==> config.mk <==
export PLATFORM = sky130hd
export DESIGN_NAME = line_alarm_signal_handler
export DESIGN_NICKNAME = d
export VERILOG_FILES = /design/src/alarm_pkg.sv /design/src/alarm_sync.sv /design/src/line_alarm_signal_handler.sv /design/src/svc_tick.sv
export SDC_FILE = /design/constraint.sdc
export NUM_CORES = 1
export LEC_CHECK = 0
export ABC_CLOCK_PERIOD_IN_PS = 1900
export BUFFER_PORTS_ARGS = -buffer_cell sky130_fd_sc_hd__buf_2
export CORE_UTILIZATION = 51
export CTS_BUF_LIST = sky130_fd_sc_hd__clkbuf_8
export CTS_CLUSTER_DIAMETER = 40
export DETAILED_ROUTE_END_ITERATION = 16
export PLACE_DENSITY = 0.83
export SLEW_MARGIN = 30
export SYNTH_ARGS = -nofsm -noshare
export SYNTH_HDL_FRONTEND = slang
export SYNTH_SLANG_ARGS = --single-unit
export TNS_END_PERCENT = 20
==> constraint.sdc <==
create_clock -name sys_clk -period 1.9 [get_ports sys_clk]
set_clock_uncertainty 0.15 [all_clocks]
set_input_delay 0.19 -clock sys_clk [delete_from_list [all_inputs] [get_ports sys_clk]]
set_output_delay 0.19 -clock sys_clk [all_outputs]
set_load 0.01 [all_outputs]
==> src/alarm_pkg.sv <==
// Package of shared constants and types for the line alarm signal handler.
// Assumes a single 250 MHz clock domain and an Avalon-MM register slave.
package alarm_pkg;

    // ----------------------------------------------------------------
    // Sizes
    // ----------------------------------------------------------------
    localparam int NUM_LINES = 4;
    localparam int SLOTS     = 32;

    // ----------------------------------------------------------------
    // Register offsets (byte addresses)
    // ----------------------------------------------------------------
    localparam logic [7:0] OFS_CONTROL  = 8'h00;
    localparam logic [7:0] OFS_GEN_EN   = 8'h04;
    localparam logic [7:0] OFS_FWD_EN   = 8'h08;
    localparam logic [7:0] OFS_SLOT_MAP = 8'h0c;
    localparam logic [7:0] OFS_STATUS   = 8'h10;
    localparam logic [7:0] OFS_IRQ_MASK = 8'h14;
    localparam logic [7:0] OFS_LIVE     = 8'h18;

    // ----------------------------------------------------------------
    // Control field positions and reset values
    // ----------------------------------------------------------------
    localparam int CTRL_MODE_LSB = 0;
    localparam logic [1:0] MODE_RESET = 2'h0;
    localparam logic [NUM_LINES-1:0] EN_RESET = 4'h0;
    localparam logic [SLOTS-1:0] SLOT_RESET = 32'hffffffff;

    // ----------------------------------------------------------------
    // Service channel pacing
    // ----------------------------------------------------------------
    localparam int SVC_PERIOD_US = 1000;
    localparam int CLK_MHZ       = 250;
    localparam int SVC_CYCLES    = SVC_PERIOD_US * CLK_MHZ;

    // Operating modes
    typedef enum logic [1:0] {
        fractional_e1_mode = 2'b00,
        fractional_t1_mode = 2'b01,
        full_rate_mode     = 2'b10
    } mode_t;

    // Outgoing line content selection
    typedef enum logic [1:0] {
        OUT_RECON   = 2'b00,
        OUT_AIS     = 2'b01,
        OUT_SLOTS1  = 2'b10,
        OUT_ZEROS   = 2'b11
    } out_sel_t;

endpackage

==> src/alarm_sync.sv <==
// Two flip-flop synchroniser for a bus of asynchronous levels.
// Assumes inputs come from pins outside the sys_clk domain.
`timescale 1ns/1ns
module alarm_sync #(
    parameter int W = 1
) (
    input  wire logic         sys_clk,
    input  wire logic         reset_n,
    input  wire logic [W-1:0] async_in,
    output logic      [W-1:0] sync_out
);

    logic [W-1:0] stage1;

    // First stage feeds only the second
    always_ff @(posedge sys_clk) begin
        if (!reset_n) begin
            stage1   <= '0;
            sync_out <= '0;
        end else begin
            stage1   <= async_in;
            sync_out <= stage1;
        end
    end

endmodule

==> src/line_alarm_signal_handler.sv <==
// Alarm generation and forwarding for four E1/T1 lines of a radio link.
// Assumes one clock; line status pins are asynchronous; far-end flags arrive
// over a slow service channel as levels on the same clock.
`timescale 1ns/1ns
module line_alarm_signal_handler #(
    parameter int SVC_PERIOD = alarm_pkg::SVC_CYCLES
) (
    input  wire logic        sys_clk,
    input  wire logic        reset_n,
    // Avalon-MM slave
    input  wire logic [7:0]  avs_address,
    input  wire logic        avs_read,
    input  wire logic        avs_write,
    input  wire logic [31:0] avs_writedata,
    output logic      [31:0] avs_readdata,
    output logic             avs_waitrequest,
    // Local line receiver status pins
    input  wire logic [3:0]  line_los,
    input  wire logic [3:0]  line_ais_in,
    input  wire logic [3:0]  line_rai_in,
    input  wire logic [3:0]  line_mf_loss,
    // Modem status pin
    input  wire logic        demod_lock,
    // Far-end flags from the service channel
    input  wire logic [3:0]  far_ais,
    input  wire logic [3:0]  far_rai,
    input  wire logic [3:0]  far_fault,
    // Flags toward the service channel
    output logic      [3:0]  svc_ais,
    output logic      [3:0]  svc_rai,
    output logic      [3:0]  svc_fault,
    // Per-line transmitter control
    output logic      [7:0]  line_out_sel,
    output logic      [3:0]  line_tx_rai,
    output logic      [3:0]  multiframe_remote_alarm,
    output logic      [31:0] slot_fill_mask,
    output logic             irq
);

    // ----------------------------------------------------------------
    // Synchronised inputs and state
    // ----------------------------------------------------------------
    logic [3:0]  los_s;
    logic [3:0]  ais_s;
    logic [3:0]  rai_s;
    logic [3:0]  mf_s;
    logic        lock_s;
    logic        tick;
    logic [1:0]  mode;
    logic [3:0]  gen_en;
    logic [3:0]  fwd_en;
    logic [31:0] slot_map;
    logic [7:0]  status;
    logic [7:0]  irq_mask;
    logic [3:0]  far_ais_l;
    logic [3:0]  far_rai_l;
    logic [3:0]  far_fault_l;
    logic        lock_d;
    logic [3:0]  ais_d;
    logic [7:0]  next_sel;
    logic [3:0]  next_rai;
    logic [3:0]  next_mf;
    logic        wr_hit;
    logic        rd_status;
    logic [7:0]  events;
    logic        full_rate;
    logic        frac_e1;
    logic        rd_done;

    alarm_sync #(.W(17)) u_sync (
        .sys_clk  (sys_clk),
        .reset_n  (reset_n),
        .async_in ({line_los, line_ais_in, line_rai_in, line_mf_loss, demod_lock}),
        .sync_out ({los_s, ais_s, rai_s, mf_s, lock_s})
    );

    svc_tick #(.PERIOD(SVC_PERIOD)) u_tick (
        .sys_clk (sys_clk),
        .reset_n (reset_n),
        .tick    (tick)
    );

    assign full_rate = (mode == alarm_pkg::full_rate_mode);
    assign frac_e1   = (mode == alarm_pkg::fractional_e1_mode);

    // Register decode helper
    function automatic logic hit(input logic [7:0] a, input logic [7:0] ofs);
        hit = (a == ofs);
    endfunction

    // ----------------------------------------------------------------
    // Avalon-MM slave
    // ----------------------------------------------------------------
    // Reads take one wait state so registered data stands when waitrequest is low
    // Writes take none; status clears once, on the loading edge
    assign avs_waitrequest = avs_read && !rd_done;
    assign wr_hit          = avs_write;
    assign rd_status       = avs_read && !rd_done && hit(avs_address, alarm_pkg::OFS_STATUS);

    // Marks the cycle in which read data has been loaded
    always_ff @(posedge sys_clk) begin
        if (!reset_n)
            rd_done <= 1'b0;
        else
            rd_done <= avs_read && !rd_done;
    end

    // Configuration registers
    always_ff @(posedge sys_clk) begin
        if (!reset_n) begin
            mode     <= alarm_pkg::MODE_RESET;
            gen_en   <= alarm_pkg::EN_RESET;
            fwd_en   <= alarm_pkg::EN_RESET;
            slot_map <= alarm_pkg::SLOT_RESET;
            irq_mask <= 8'h00;
        end else if (wr_hit) begin
            if (hit(avs_address, alarm_pkg::OFS_CONTROL))
                mode <= avs_writedata[alarm_pkg::CTRL_MODE_LSB +: 2];
            if (hit(avs_address, alarm_pkg::OFS_GEN_EN))
                gen_en <= avs_writedata[3:0];
            if (hit(avs_address, alarm_pkg::OFS_FWD_EN))
                fwd_en <= avs_writedata[3:0];
            if (hit(avs_address, alarm_pkg::OFS_SLOT_MAP))
                slot_map <= avs_writedata;
            if (hit(avs_address, alarm_pkg::OFS_IRQ_MASK))
                irq_mask <= avs_writedata[7:0];
        end
    end

    // Read data mux, registered
    always_ff @(posedge sys_clk) begin
        if (!reset_n) begin
            avs_readdata <= 32'h0;
        end else if (avs_read && !rd_done) begin
            unique case (avs_address)
                alarm_pkg::OFS_CONTROL:  avs_readdata <= {30'h0, mode};
                alarm_pkg::OFS_GEN_EN:   avs_readdata <= {28'h0, gen_en};
                alarm_pkg::OFS_FWD_EN:   avs_readdata <= {28'h0, fwd_en};
                alarm_pkg::OFS_SLOT_MAP: avs_readdata <= slot_map;
                alarm_pkg::OFS_STATUS:   avs_readdata <= {24'h0, status};
                alarm_pkg::OFS_IRQ_MASK: avs_readdata <= {24'h0, irq_mask};
                alarm_pkg::OFS_LIVE:     avs_readdata <= {23'h0, lock_s, far_fault_l, los_s};
                default:                 avs_readdata <= 32'h0;
            endcase
        end
    end

    // ----------------------------------------------------------------
    // Service channel exchange
    // ----------------------------------------------------------------
    // Flags move only on the slow tick in both directions
    always_ff @(posedge sys_clk) begin
        if (!reset_n) begin
            svc_ais     <= 4'h0;
            svc_rai     <= 4'h0;
            svc_fault   <= 4'h0;
            far_ais_l   <= 4'h0;
            far_rai_l   <= 4'h0;
            far_fault_l <= 4'h0;
        end else if (tick) begin
            svc_ais     <= ais_s & fwd_en;
            svc_rai     <= rai_s & fwd_en;
            svc_fault   <= los_s;
            far_ais_l   <= far_ais;
            far_rai_l   <= far_rai;
            far_fault_l <= far_fault;
        end
    end

    // ----------------------------------------------------------------
    // Transmit content decision
    // ----------------------------------------------------------------
    always_comb begin
        next_sel = 8'h00;
        next_rai = 4'h0;
        next_mf  = 4'h0;
        for (int i = 0; i < 4; i++) begin
            if (full_rate) begin
                if (!lock_s)
                    next_sel[2*i +: 2] = alarm_pkg::OUT_AIS;
                else if (fwd_en[i] && far_ais_l[i])
                    next_sel[2*i +: 2] = alarm_pkg::OUT_AIS;
                else if (far_fault_l[i])
                    next_sel[2*i +: 2] = gen_en[i] ? alarm_pkg::OUT_AIS
                                                   : alarm_pkg::OUT_ZEROS;
                else
                    next_sel[2*i +: 2] = alarm_pkg::OUT_RECON;
                next_rai[i] = fwd_en[i] && far_rai_l[i];
            end else begin
                if (!lock_s || far_fault_l[i])
                    next_sel[2*i +: 2] = gen_en[i] ? alarm_pkg::OUT_AIS
                                                   : alarm_pkg::OUT_SLOTS1;
                else if (far_ais_l[i])
                    next_sel[2*i +: 2] = fwd_en[i] ? alarm_pkg::OUT_AIS
                                                   : alarm_pkg::OUT_SLOTS1;
                else
                    next_sel[2*i +: 2] = alarm_pkg::OUT_RECON;
                next_rai[i] = (gen_en[i] && (los_s[i] || ais_s[i]))
                            || (fwd_en[i] && far_rai_l[i]);
                next_mf[i]  = frac_e1 && gen_en[i] && mf_s[i];
            end
        end
    end

    // Registered line transmitter controls
    always_ff @(posedge sys_clk) begin
        if (!reset_n) begin
            line_out_sel            <= 8'h00;
            line_tx_rai             <= 4'h0;
            multiframe_remote_alarm <= 4'h0;
            slot_fill_mask          <= 32'h0;
        end else begin
            line_out_sel            <= next_sel;
            line_tx_rai             <= next_rai;
            multiframe_remote_alarm <= next_mf;
            slot_fill_mask          <= full_rate ? 32'h0 : slot_map;
        end
    end

    // ----------------------------------------------------------------
    // Interrupt status
    // ----------------------------------------------------------------
    always_ff @(posedge sys_clk) begin
        if (!reset_n) begin
            lock_d <= 1'b0;
            ais_d  <= 4'h0;
        end else begin
            lock_d <= lock_s;
            ais_d  <= ais_s;
        end
    end

    // Bits 3:0 line AIS rising, bit 4 lock lost
    assign events = {3'h0, lock_d & ~lock_s, ais_s & ~ais_d};

    // Sticky bits, read clears, a new event wins
    always_ff @(posedge sys_clk) begin
        if (!reset_n)
            status <= 8'h00;
        else
            status <= (rd_status ? 8'h00 : status) | events;
    end

    assign irq = |(status & irq_mask);

    // ----------------------------------------------------------------
    // Checks
    // ----------------------------------------------------------------
    a_enable_write: assert property (@(posedge sys_clk) disable iff (!reset_n)
        avs_write && hit(avs_address, alarm_pkg::OFS_GEN_EN) |=> gen_en == $past(avs_writedata[3:0]))
        else $error("generation enable not written");
    a_enable_read: assert property (@(posedge sys_clk) disable iff (!reset_n)
        avs_read && !rd_done && hit(avs_address, alarm_pkg::OFS_FWD_EN)
        |=> avs_readdata == {28'h0, $past(fwd_en)})
        else $error("forwarding enable readback wrong");
    a_read_ready: assert property (@(posedge sys_clk) disable iff (!reset_n)
        avs_read && !rd_done |=> !avs_waitrequest)
        else $error("read data not offered after one wait state");
    a_unlock_ais: assert property (@(posedge sys_clk) disable iff (!reset_n)
        full_rate && !lock_s |=> line_out_sel[1:0] == alarm_pkg::OUT_AIS)
        else $error("full rate unlock without AIS");
    a_fullrate_zeros: assert property (@(posedge sys_clk) disable iff (!reset_n)
        full_rate && lock_s && far_fault_l[0] && !gen_en[0] && !(fwd_en[0] && far_ais_l[0])
        |=> line_out_sel[1:0] == alarm_pkg::OUT_ZEROS)
        else $error("full rate lost input not zeros");
    a_fullrate_no_rai: assert property (@(posedge sys_clk) disable iff (!reset_n)
        full_rate && !(fwd_en[0] && far_rai_l[0]) |=> !line_tx_rai[0] && !multiframe_remote_alarm[0])
        else $error("full rate originated RAI");
    a_gen_ais: assert property (@(posedge sys_clk) disable iff (!reset_n)
        !full_rate && !lock_s && gen_en[0] |=> line_out_sel[1:0] == alarm_pkg::OUT_AIS)
        else $error("generation did not force AIS");
    a_nogen_slots: assert property (@(posedge sys_clk) disable iff (!reset_n)
        !full_rate && !lock_s && !gen_en[1] |=> line_out_sel[3:2] == alarm_pkg::OUT_SLOTS1)
        else $error("fault without generation not framed");
    a_back_rai: assert property (@(posedge sys_clk) disable iff (!reset_n)
        !full_rate && gen_en[2] && los_s[2] |=> line_tx_rai[2])
        else $error("no RAI toward faulty source");
    a_mf_alarm: assert property (@(posedge sys_clk) disable iff (!reset_n)
        frac_e1 && gen_en[2] && mf_s[2] |=> multiframe_remote_alarm[2])
        else $error("multiframe loss without alarm");
    a_svc_paced: assert property (@(posedge sys_clk) disable iff (!reset_n)
        !tick |=> $stable(svc_ais) && $stable(svc_rai))
        else $error("service flags moved off tick");

    // ----------------------------------------------------------------
    // Forwarding and generation checks
    // ----------------------------------------------------------------
    // Line decisions show one edge after their causes
    a_fwd_ais: assert property (@(posedge sys_clk) disable iff (!reset_n)
        !full_rate && lock_s && !far_fault_l[0] && fwd_en[0] && far_ais_l[0] |=> line_out_sel[1:0] == alarm_pkg::OUT_AIS)
        else $error("far AIS not forwarded");
    a_fwd_rai: assert property (@(posedge sys_clk) disable iff (!reset_n)
        !full_rate && fwd_en[1] && far_rai_l[1] |=> line_tx_rai[1])
        else $error("far RAI not forwarded");
    a_nofwd_slots: assert property (@(posedge sys_clk) disable iff (!reset_n)
        !full_rate && lock_s && !far_fault_l[2] && !fwd_en[2] && far_ais_l[2] |=> line_out_sel[5:4] == alarm_pkg::OUT_SLOTS1)
        else $error("unforwarded far AIS not limited to slots");
    a_svc_forward: assert property (@(posedge sys_clk) disable iff (!reset_n)
        tick |=> svc_ais == ($past(ais_s) & $past(fwd_en)) && svc_rai == ($past(rai_s) & $past(fwd_en)))
        else $error("line alarms not sent to far end");
    a_svc_fault: assert property (@(posedge sys_clk) disable iff (!reset_n)
        tick |=> svc_fault == $past(los_s))
        else $error("line fault not sent to far end");
    a_slot_rebuild: assert property (@(posedge sys_clk) disable iff (!reset_n)
        !full_rate |=> slot_fill_mask == $past(slot_map))
        else $error("slot mask does not follow map");
    a_fullrate_fwd: assert property (@(posedge sys_clk) disable iff (!reset_n)
        full_rate && lock_s && fwd_en[1] && far_ais_l[1] |=> line_out_sel[3:2] == alarm_pkg::OUT_AIS)
        else $error("full rate far AIS not forwarded");
    a_fullrate_rai: assert property (@(posedge sys_clk) disable iff (!reset_n)
        full_rate && fwd_en[0] && far_rai_l[0] |=> line_tx_rai[0])
        else $error("full rate far RAI not forwarded");
    a_gen_fault: assert property (@(posedge sys_clk) disable iff (!reset_n)
        !full_rate && far_fault_l[2] && gen_en[2] |=> line_out_sel[5:4] == alarm_pkg::OUT_AIS)
        else $error("far fault without generated AIS");
    a_t1_no_mf: assert property (@(posedge sys_clk) disable iff (!reset_n)
        !frac_e1 |=> multiframe_remote_alarm == 4'h0)
        else $error("multiframe alarm outside E1 mode");

    // Main scenarios
    c_unlock: cover property (@(posedge sys_clk) disable iff (!reset_n) $fell(lock_s));
    c_forward: cover property (@(posedge sys_clk) disable iff (!reset_n) tick && |(ais_s & fwd_en));
    c_irq: cover property (@(posedge sys_clk) disable iff (!reset_n) $rose(irq));
    c_read_wait: cover property (@(posedge sys_clk) disable iff (!reset_n) avs_read && avs_waitrequest);
    c_zeros: cover property (@(posedge sys_clk) disable iff (!reset_n) line_out_sel[3:2] == alarm_pkg::OUT_ZEROS);

endmodule

==> src/svc_tick.sv <==
// Service channel pacing tick generator, one pulse per period.
// Assumes sys_clk at 250 MHz; the period is a parameter for simulation.
`timescale 1ns/1ns
module svc_tick #(
    parameter int PERIOD = alarm_pkg::SVC_CYCLES
) (
    input  wire logic sys_clk,
    input  wire logic reset_n,
    output logic      tick
);

    logic [31:0] count;

    // Free running divider
    always_ff @(posedge sys_clk) begin
        if (!reset_n) begin
            count <= 32'h0;
            tick  <= 1'b0;
        end else if (count == 32'(PERIOD - 1)) begin
            count <= 32'h0;
            tick  <= 1'b1;
        end else begin
            count <= count + 32'h1;
            tick  <= 1'b0;
        end
    end

endmodule

==> summary.md, run 1 <==
| Metric | Value |
|---|---|
| Final Hold Vio Count | 0 |
| Final WS setup | -20.5 ps |
| Root Driver | clkbuf_8 |
| HP Class | in -> reg |
| Vias | 7882 |
| Worst-Skew Late Latency | 530 ps |
| First-pass GRT wire length | 38800 um |
| Critical path required time | 2210 ps |
| CP peak stage delay | 570 ps |
| Die Area | 17200 um^2 |
| Detailed Routing Iterations Pass 1 | 5 |
| DRC violations left | 0 |
| Outcome | finished with violations |
| Async SR Flop Fraction | 0% |
| Failing checks | negative setup slack |
| Grt ovf | 0 |
| Fill cells | 1128 |
| Crit-path max FO | 9 |
| Switching pwr | 2.29 mW |
| Minimum clock period | 1920 ps |
| Setup TNS | -47.7 ps |
| Area share of the largest cell type after synthesis | 54.5% |
| Syn_area_per_cell | 9.42 um^2 |
| Post-synth top cells | dfxtp_1 (232), nand2_1 (99), nor2_1 (80) |
| Fin cells | 1436 |
| Synth Warn # | 0 |
| Post-synth EDFFs | 0 |
| Primary FF master, synth | dfxtp_1 |
| Final GP Congestion | 0.932 |
| Port bufs | 166 |
| Leak | 4.98 nW |
| Maxcap violations | 0 |
| DRT iter0 DRCs | 731 |
| Peak VDD IR | 0.000526 V |
| Most frequent cell after synthesis | dfxtp_1 |
| Fin crit share | 101% |
| Crit Path Class | reg -> reg |
| Synth area leader | dfxtp_1 |
| Overall routed net length | 24400 um |
| Area contributors post-synth | dfxtp_1 (55%), mux2i_1 (4.6%), nand2_1 (4.4%) |
| CTS max path bufs | 3 |
| H-Tree Depth | 2 |
| Vias in the first global route | 7776 |
| CP Capture Type | register |
| Critical Path AT | 2230 ps |
| #FFs+latches synth | 232 |
| Register area share after synthesis | 54.5% |
| Area growth syn-to-layout | 36.1% |
| Comb pwr share | 5.8% |
| Post-Syn Area | 8520 um^2 |
| Flop pwr share | 50.2% |
| Slowest cell on crit path | or4_4 |
| Largest net degree at the start of global routing | 78 |
| Via-to-Cell Ratio | 5.49 |
| Synth unique cells | 57 |
| Clk pwr share | 44.0% |
| Top-level I/O count | 167 |
| Top delay family on crit path | simple AND/OR/NAND/NOR gates |
| Post-detail-place hpwl | 14900 um |
| Nets@finish | 1270 |
| Worst slew pin tran | 594 ps |
| CTS Sinks | 232 |
| RSZ-0062 raised after global routing | true |
| Die H | 131 um |
| Syn Nets | 978 |
| CTS tree | done |
| Total Power | 9.97 mW |
| Critical path, cell by cell | nand4_1 > or4_4 > or4_1 > a21oi_2 |
| Layout cells sized above 1 | 26.2% |
| Placed cells | 1285 |
| Core footprint | 16100 um^2 |
| Total track usage | 27.9% |
| Total CTS buffers | 39 |
| Clock-pin slew on the worst setup and hold paths | 60 ps |
| Max frequency | 521 MHz |
| Synthesized netlist cell count | 904 |
| Slew headroom | 60.1% |
| Switching Share | 23.0% |
| ANT nets after route | 0 |
| Post-DR wirelength/cell | 17.0 um |
| Initial antenna violation count | 1 |
| Initial Util | 52.9% |
| Die X | 131 um |
| Slew Viols, Final | 0 |
| Critical path launch point type | register |
| Int Pwr | 7.68 mW |
| Final Setup Violations | 3 |
| Cell Rows | 46 |
| PD cells | 860 nW/um^2 |
| WP buf/inv | 0 |
## state kept, by name, summed over array words and instances, names as in the netlist, 5 cells and up
| register | flops |
|---|---|
| irq_mask | 8 |
| slot_fill_mask | 32 |
| line_out_sel | 8 |
| u_tick.count | 32 |
| slot_map | 32 |
| u_sync.sync_out | 17 |
| avs_readdata | 32 |
| status | 5 |
| u_sync.stage1 | 17 |
## routing by layer
metal / part of all wire, % / global-route usage [%] / vias to the layer above
met5: 0 / 0 / -
met4: 4.4 / 14.8 / 0
met3: 5.6 / 5.02 / 90
met2: 49 / 48.0 / 290
met1: 41 / 33.0 / 3743
li1: - / - / 3759
## layout by cell type (no fill, tap or decap), types with 8 or more instances in the layout
master           n
nand2_1         99
clkbuf_8        45
buf_2          166
a21oi_1         26
and2_1          41
dlygate4sd3_1   85
and3_1          42
nor2b_1         12
inv_1           21
nor3_1          12
nand2b_1        12
buf_4           50
o21ai_0         15
dfxtp_2         11
a22oi_1         29
nor2_1          80
and4_1           8
nor4_1           9
or3_1           11
nand3_1         50
nand3b_1         8
mux2i_1         39
nand4_1         16
dfxtp_1        218
## power groups by stage
stage / Combinational, mW / Clock, mW / Sequential [mW]
2_1_floorplan: 0.205 / 0 / 5.12
3_3_place_gp: 0.446 / 0 / 5.11
3_5_place_dp: 0.451 / 0 / 5.11
4_1_cts: 0.563 / 4.43 / 5.01
5_1_grt: 0.618 / 4.68 / 5.01
6_report: 0.577 / 4.39 / 5.01
## through the flow
| step | instance area [um^2] | utilization [%] | hold slack [ps] | setup WS (ps) |
|---|---|---|---|---|
| floorplan | 8550 | - | 164 | -24.1 |
| global placement | 9930 | 61.6 | 245 | -6.44 |
| detailed placement | 9930 | 61.6 | 252 | -66.4 |
| CTS | 11600 | 71.8 | 18.2 | -18.3 |
| global route | 11600 | 71.9 | 89.6 | -90.2 |
| finish | 11600 | 71.9 | 53.2 | -20.5 |
## final timing paths
check / startpoint / end / cells past startpoint / slack [ps]
worst max-delay path: u_tick.count[20] / u_tick.count[25] / 4 / -20
worst min-delay path: avs_address[2] / avs_readdata[8] / 5 / 50
worst max register to register: u_tick.count[20] / u_tick.count[25] / 4 / -20
worst min register to register: u_sync.stage1[3] / u_sync.sync_out[3] / 1 / 280
## worst min-delay path, cell delays in order
cell and delay [ps]:
buf_2 170, nand3b_1 100, nand2_1 50, nand4_1 90, a21oi_1 70
## logic make-up after synthesis
| kind of cell | after synthesis | share of synthesized area [%] |
|---|---|---|
| XOR/XNOR | 12 | 1.23 |
| flip-flops | 232 | 54.5 |
| adder cells (fa/ha/maj) | 1 | 0.147 |
| AND/OR/NAND/NOR | 430 | 26.6 |
| AO/OA/AOI/OAI | 118 | 9.21 |
| buffers and inverters | 69 | 3.17 |
| multiplexers | 42 | 5.11 |
## cell type report
class / instances / area [um^2] / area share, %
Clock inverter: 19 / 144 / 1.24
Timing Repair Buffer: 307 / 2180 / 18.8
Antenna cell: 1 / 2.50 / 0.0216
Tap cell: 216 / 270 / 2.33
Sequential cell: 232 / 4670 / 40.3
Clock buffer: 45 / 619 / 5.34
Multi-Input combinational cell: 603 / 3660 / 31.6
Inverter: 13 / 48.8 / 0.421
## timing repair
item / 4_1_cts / 5_1_grt
setup buffers: 0 / 1
endpoints found under the setup margin: 13 / 23
pin swaps: 6 / 7
hold buffers: 85 / 0
cloned: 0 / 0
hold endpoints to repair: 86 / 0
resized for setup: 8 / 6
Note: power is estimated with default switching activity, not from simulation.
==> inputs of run 2 (changes only) <==
Settings changed: PLACE_DENSITY 0.83 to 0.78, SKIP_CTS_REPAIR_TIMING from default to 1.
==> run 2 against run 1 <==
The run still ends with negative setup slack left. Sequential share of layout area grew 0.53 points. Hold slack got worse by 20 ps. Non-clock buffer count decreased by 26. Flip-flop and latch count unchanged. Die area stayed put. First-iteration DRC count shrank 27%.
==> summary.md, run 2 (synthesized netlist as in run 1, its figures left out) <==
| Metric | Value |
|---|---|
| Outcome | finished with violations |
| Failing checks | negative setup slack |
| DRT iter0 DRCs | 532 (-27%) |
| Detailed Routing Iterations Pass 1 | 5 (unchanged) |
| Switching Share | 22.8% (-0.13 points) |
| DRC violations left | 0 (unchanged) |
| Total CTS buffers | 40 (+2.6%) |
| Fill cells | 1224 (+8.5%) |
| Leak | 4.95 nW (-0.50%) |
| Int Pwr | 7.90 mW (+2.8%) |
| Grt ovf | 0 (unchanged) |
| Initial Util | 52.9% (unchanged) |
| Peak VDD IR | 0.000583 V (+11%) |
| Total track usage | 25.1% (-2.8 points) |
| CTS tree | done |
| CTS max path bufs | 3 (unchanged) |
| Clock-pin slew on the worst setup and hold paths | 60 ps (about the same) |
| Critical path, cell by cell | nand3_2 > or4_4 > buf_4 > or3_1 > a21oi_1 |
| Minimum clock period | 1900 ps (-20.5 ps) |
| Nets@finish | 1245 (-2.0%) |
| RSZ-0062 raised after global routing | true |
| First-pass GRT wire length | 34700 um (-11%) |
| Critical Path AT | 2200 ps (-30 ps) |
| Most frequent cells in the layout | dfxtp_1 (214), buf_2 (166), nand2_1 (99) |
| Cell Rows | 46 (unchanged) |
| Slew Viols, Final | 0 (unchanged) |
| Final WS setup | -0.0200 ps (+20.5 ps) |
| ANT nets after route | 0 (unchanged) |
| Crit-path max FO | 8 (-1) |
| Comb pwr share | 5.6% (-0.2 points) |
| Overall routed net length | 23300 um (-4.2%) |
| Die H | 131 um (unchanged) |
| Layout cells sized above 1 | 27.2% (+1.0 points) |
| Top-level I/O count | 167 (unchanged) |
| Final GP Congestion | 0.909 (-2.5%) |
| Initial antenna violation count | 2 (+1) |
| CTS Sinks | 232 (unchanged) |
| Hold Worst Slack | 32.8 ps (-20.5 ps) |
| PD cells | 893 nW/um^2 (+3.8%) |
| Worst-Skew Late Latency | 540 ps (about the same) |
| Commonest non-fill, non-tap cell in the layout | dfxtp_1 |
| Crit Path Class | reg -> reg |
| Final Setup Violations | 1 (-2) |
| Die Area | 17200 um^2 (unchanged) |
| Fin crit share | 100% (-1.1 points) |
| Slowest cell on crit path | or4_4 |
| Top delay family on crit path | simple AND/OR/NAND/NOR gates |
| Port bufs | 166 (unchanged) |
| Max frequency | 526 MHz (+1.1%) |
| Clk pwr share | 45.5% (+1.5 points) |
| Maxcap violations | 0 (unchanged) |
| H-Tree Depth | 2 (unchanged) |
| Switching pwr | 2.34 mW (+2.0%) |
| Largest net degree at the start of global routing | 37 (-53%) |
| Area growth syn-to-layout | 34.5% |
| Vias in the first global route | 7025 (-9.7%) |
| Flop pwr share | 48.9% (-1.3 points) |
| WP buf/inv | 1 (+1) |
| Critical path required time | 2200 ps (about the same) |
| Total Power | 10.2 mW (+2.6%) |
| Worst slew pin tran | 656 ps (+61.9 ps) |
| Via-to-Cell Ratio | 5.47 (-0.29%) |
| Post-detail-place hpwl | 14800 um (-0.21%) |
| CP peak stage delay | 580 ps (about the same) |
| Core footprint | 16100 um^2 (unchanged) |
| CP Capture Type | register |
| Slew headroom | 56.1% (-3.9 points) |
| Root Driver | clkbuf_8 |
| Vias | 7766 (-1.5%) |
| Die X | 131 um (unchanged) |
| HP Class | in -> reg |
| Critical path launch point type | register |
| Final Hold Vio Count | 0 (unchanged) |
| Post-DR wirelength/cell | 16.4 um (-3.1%) |
[run 2: area by class of cell]
cell class / count / area [um^2] / area share, %
sequential: 232 / 4670 / 40.8
multi-input combinational: 603 / 3690 / 32.2
clock inverter: 25 / 205 / 1.79
timing repair buffer: 281 / 1920 / 16.8
antenna: 3 / 7.51 / 0.0655
inverter: 13 / 48.8 / 0.426
tap: 216 / 270 / 2.36
clock buffer: 46 / 633 / 5.53
[run 2: power groups by stage]
stage | Combinational (mW) | Clock, mW | Sequential (mW)
after floorplan | 0.205 | 0 | 5.12
after global placement | 0.452 | 0 | 5.11
after detailed placement | 0.456 | 0 | 5.11
after CTS | 0.460 | 4.73 | 5.00
after global routing | 0.615 | 4.98 | 5.01
final | 0.575 | 4.66 | 5.00
[run 2: layer usage]
| layer | routed length [um] | GRT usage, % |
|---|---|---|
| met3 | 1550 | 5.36 |
| met1 | 9480 | 31.2 |
| met2 | 11300 | 40.7 |
| met5 | 0 | 0 |
| met4 | 1030 | 13.1 |
[run 2: through the flow]
stage          utilization, %  std cells  TNS (ps)  instance area, um^2  setup WS, ps
4_1_cts                  66.6       1352      -405                10700         -69.6
3_3_place_gp             61.4       1281     -45.3                 9890         -20.1
5_1_grt                  71.1       1418      -544                11500         -73.1
3_5_place_dp             61.4       1281      -234                 9890         -50.3
2_1_floorplan               -        904     -60.4                 8550         -24.1
6_report                 71.1       1419   -0.0200                11500       -0.0200
[run 2: worst paths after layout]
path              slack (ps)              start             endpoint  cells past startpoint
setup / recovery       -0.02   u_tick.count[13]     u_tick.count[24]                      5
setup reg to reg       -0.02   u_tick.count[13]     u_tick.count[24]                      5
hold reg to reg          270  u_sync.stage1[12]  u_sync.sync_out[12]                      1
hold / removal            30          avs_write              mode[0]                      4
[run 2: worst register-to-register path, delay by kind of cell, from the launching register on]
| kind | cells | cell delay [ps] |
|---|---|---|
| AND/OR/NAND/NOR | 3 | 970 |
| flip-flops | 1 | 370 |
| buffers and inverters | 1 | 180 |
| AO/OA/AOI/OAI | 1 | 160 |
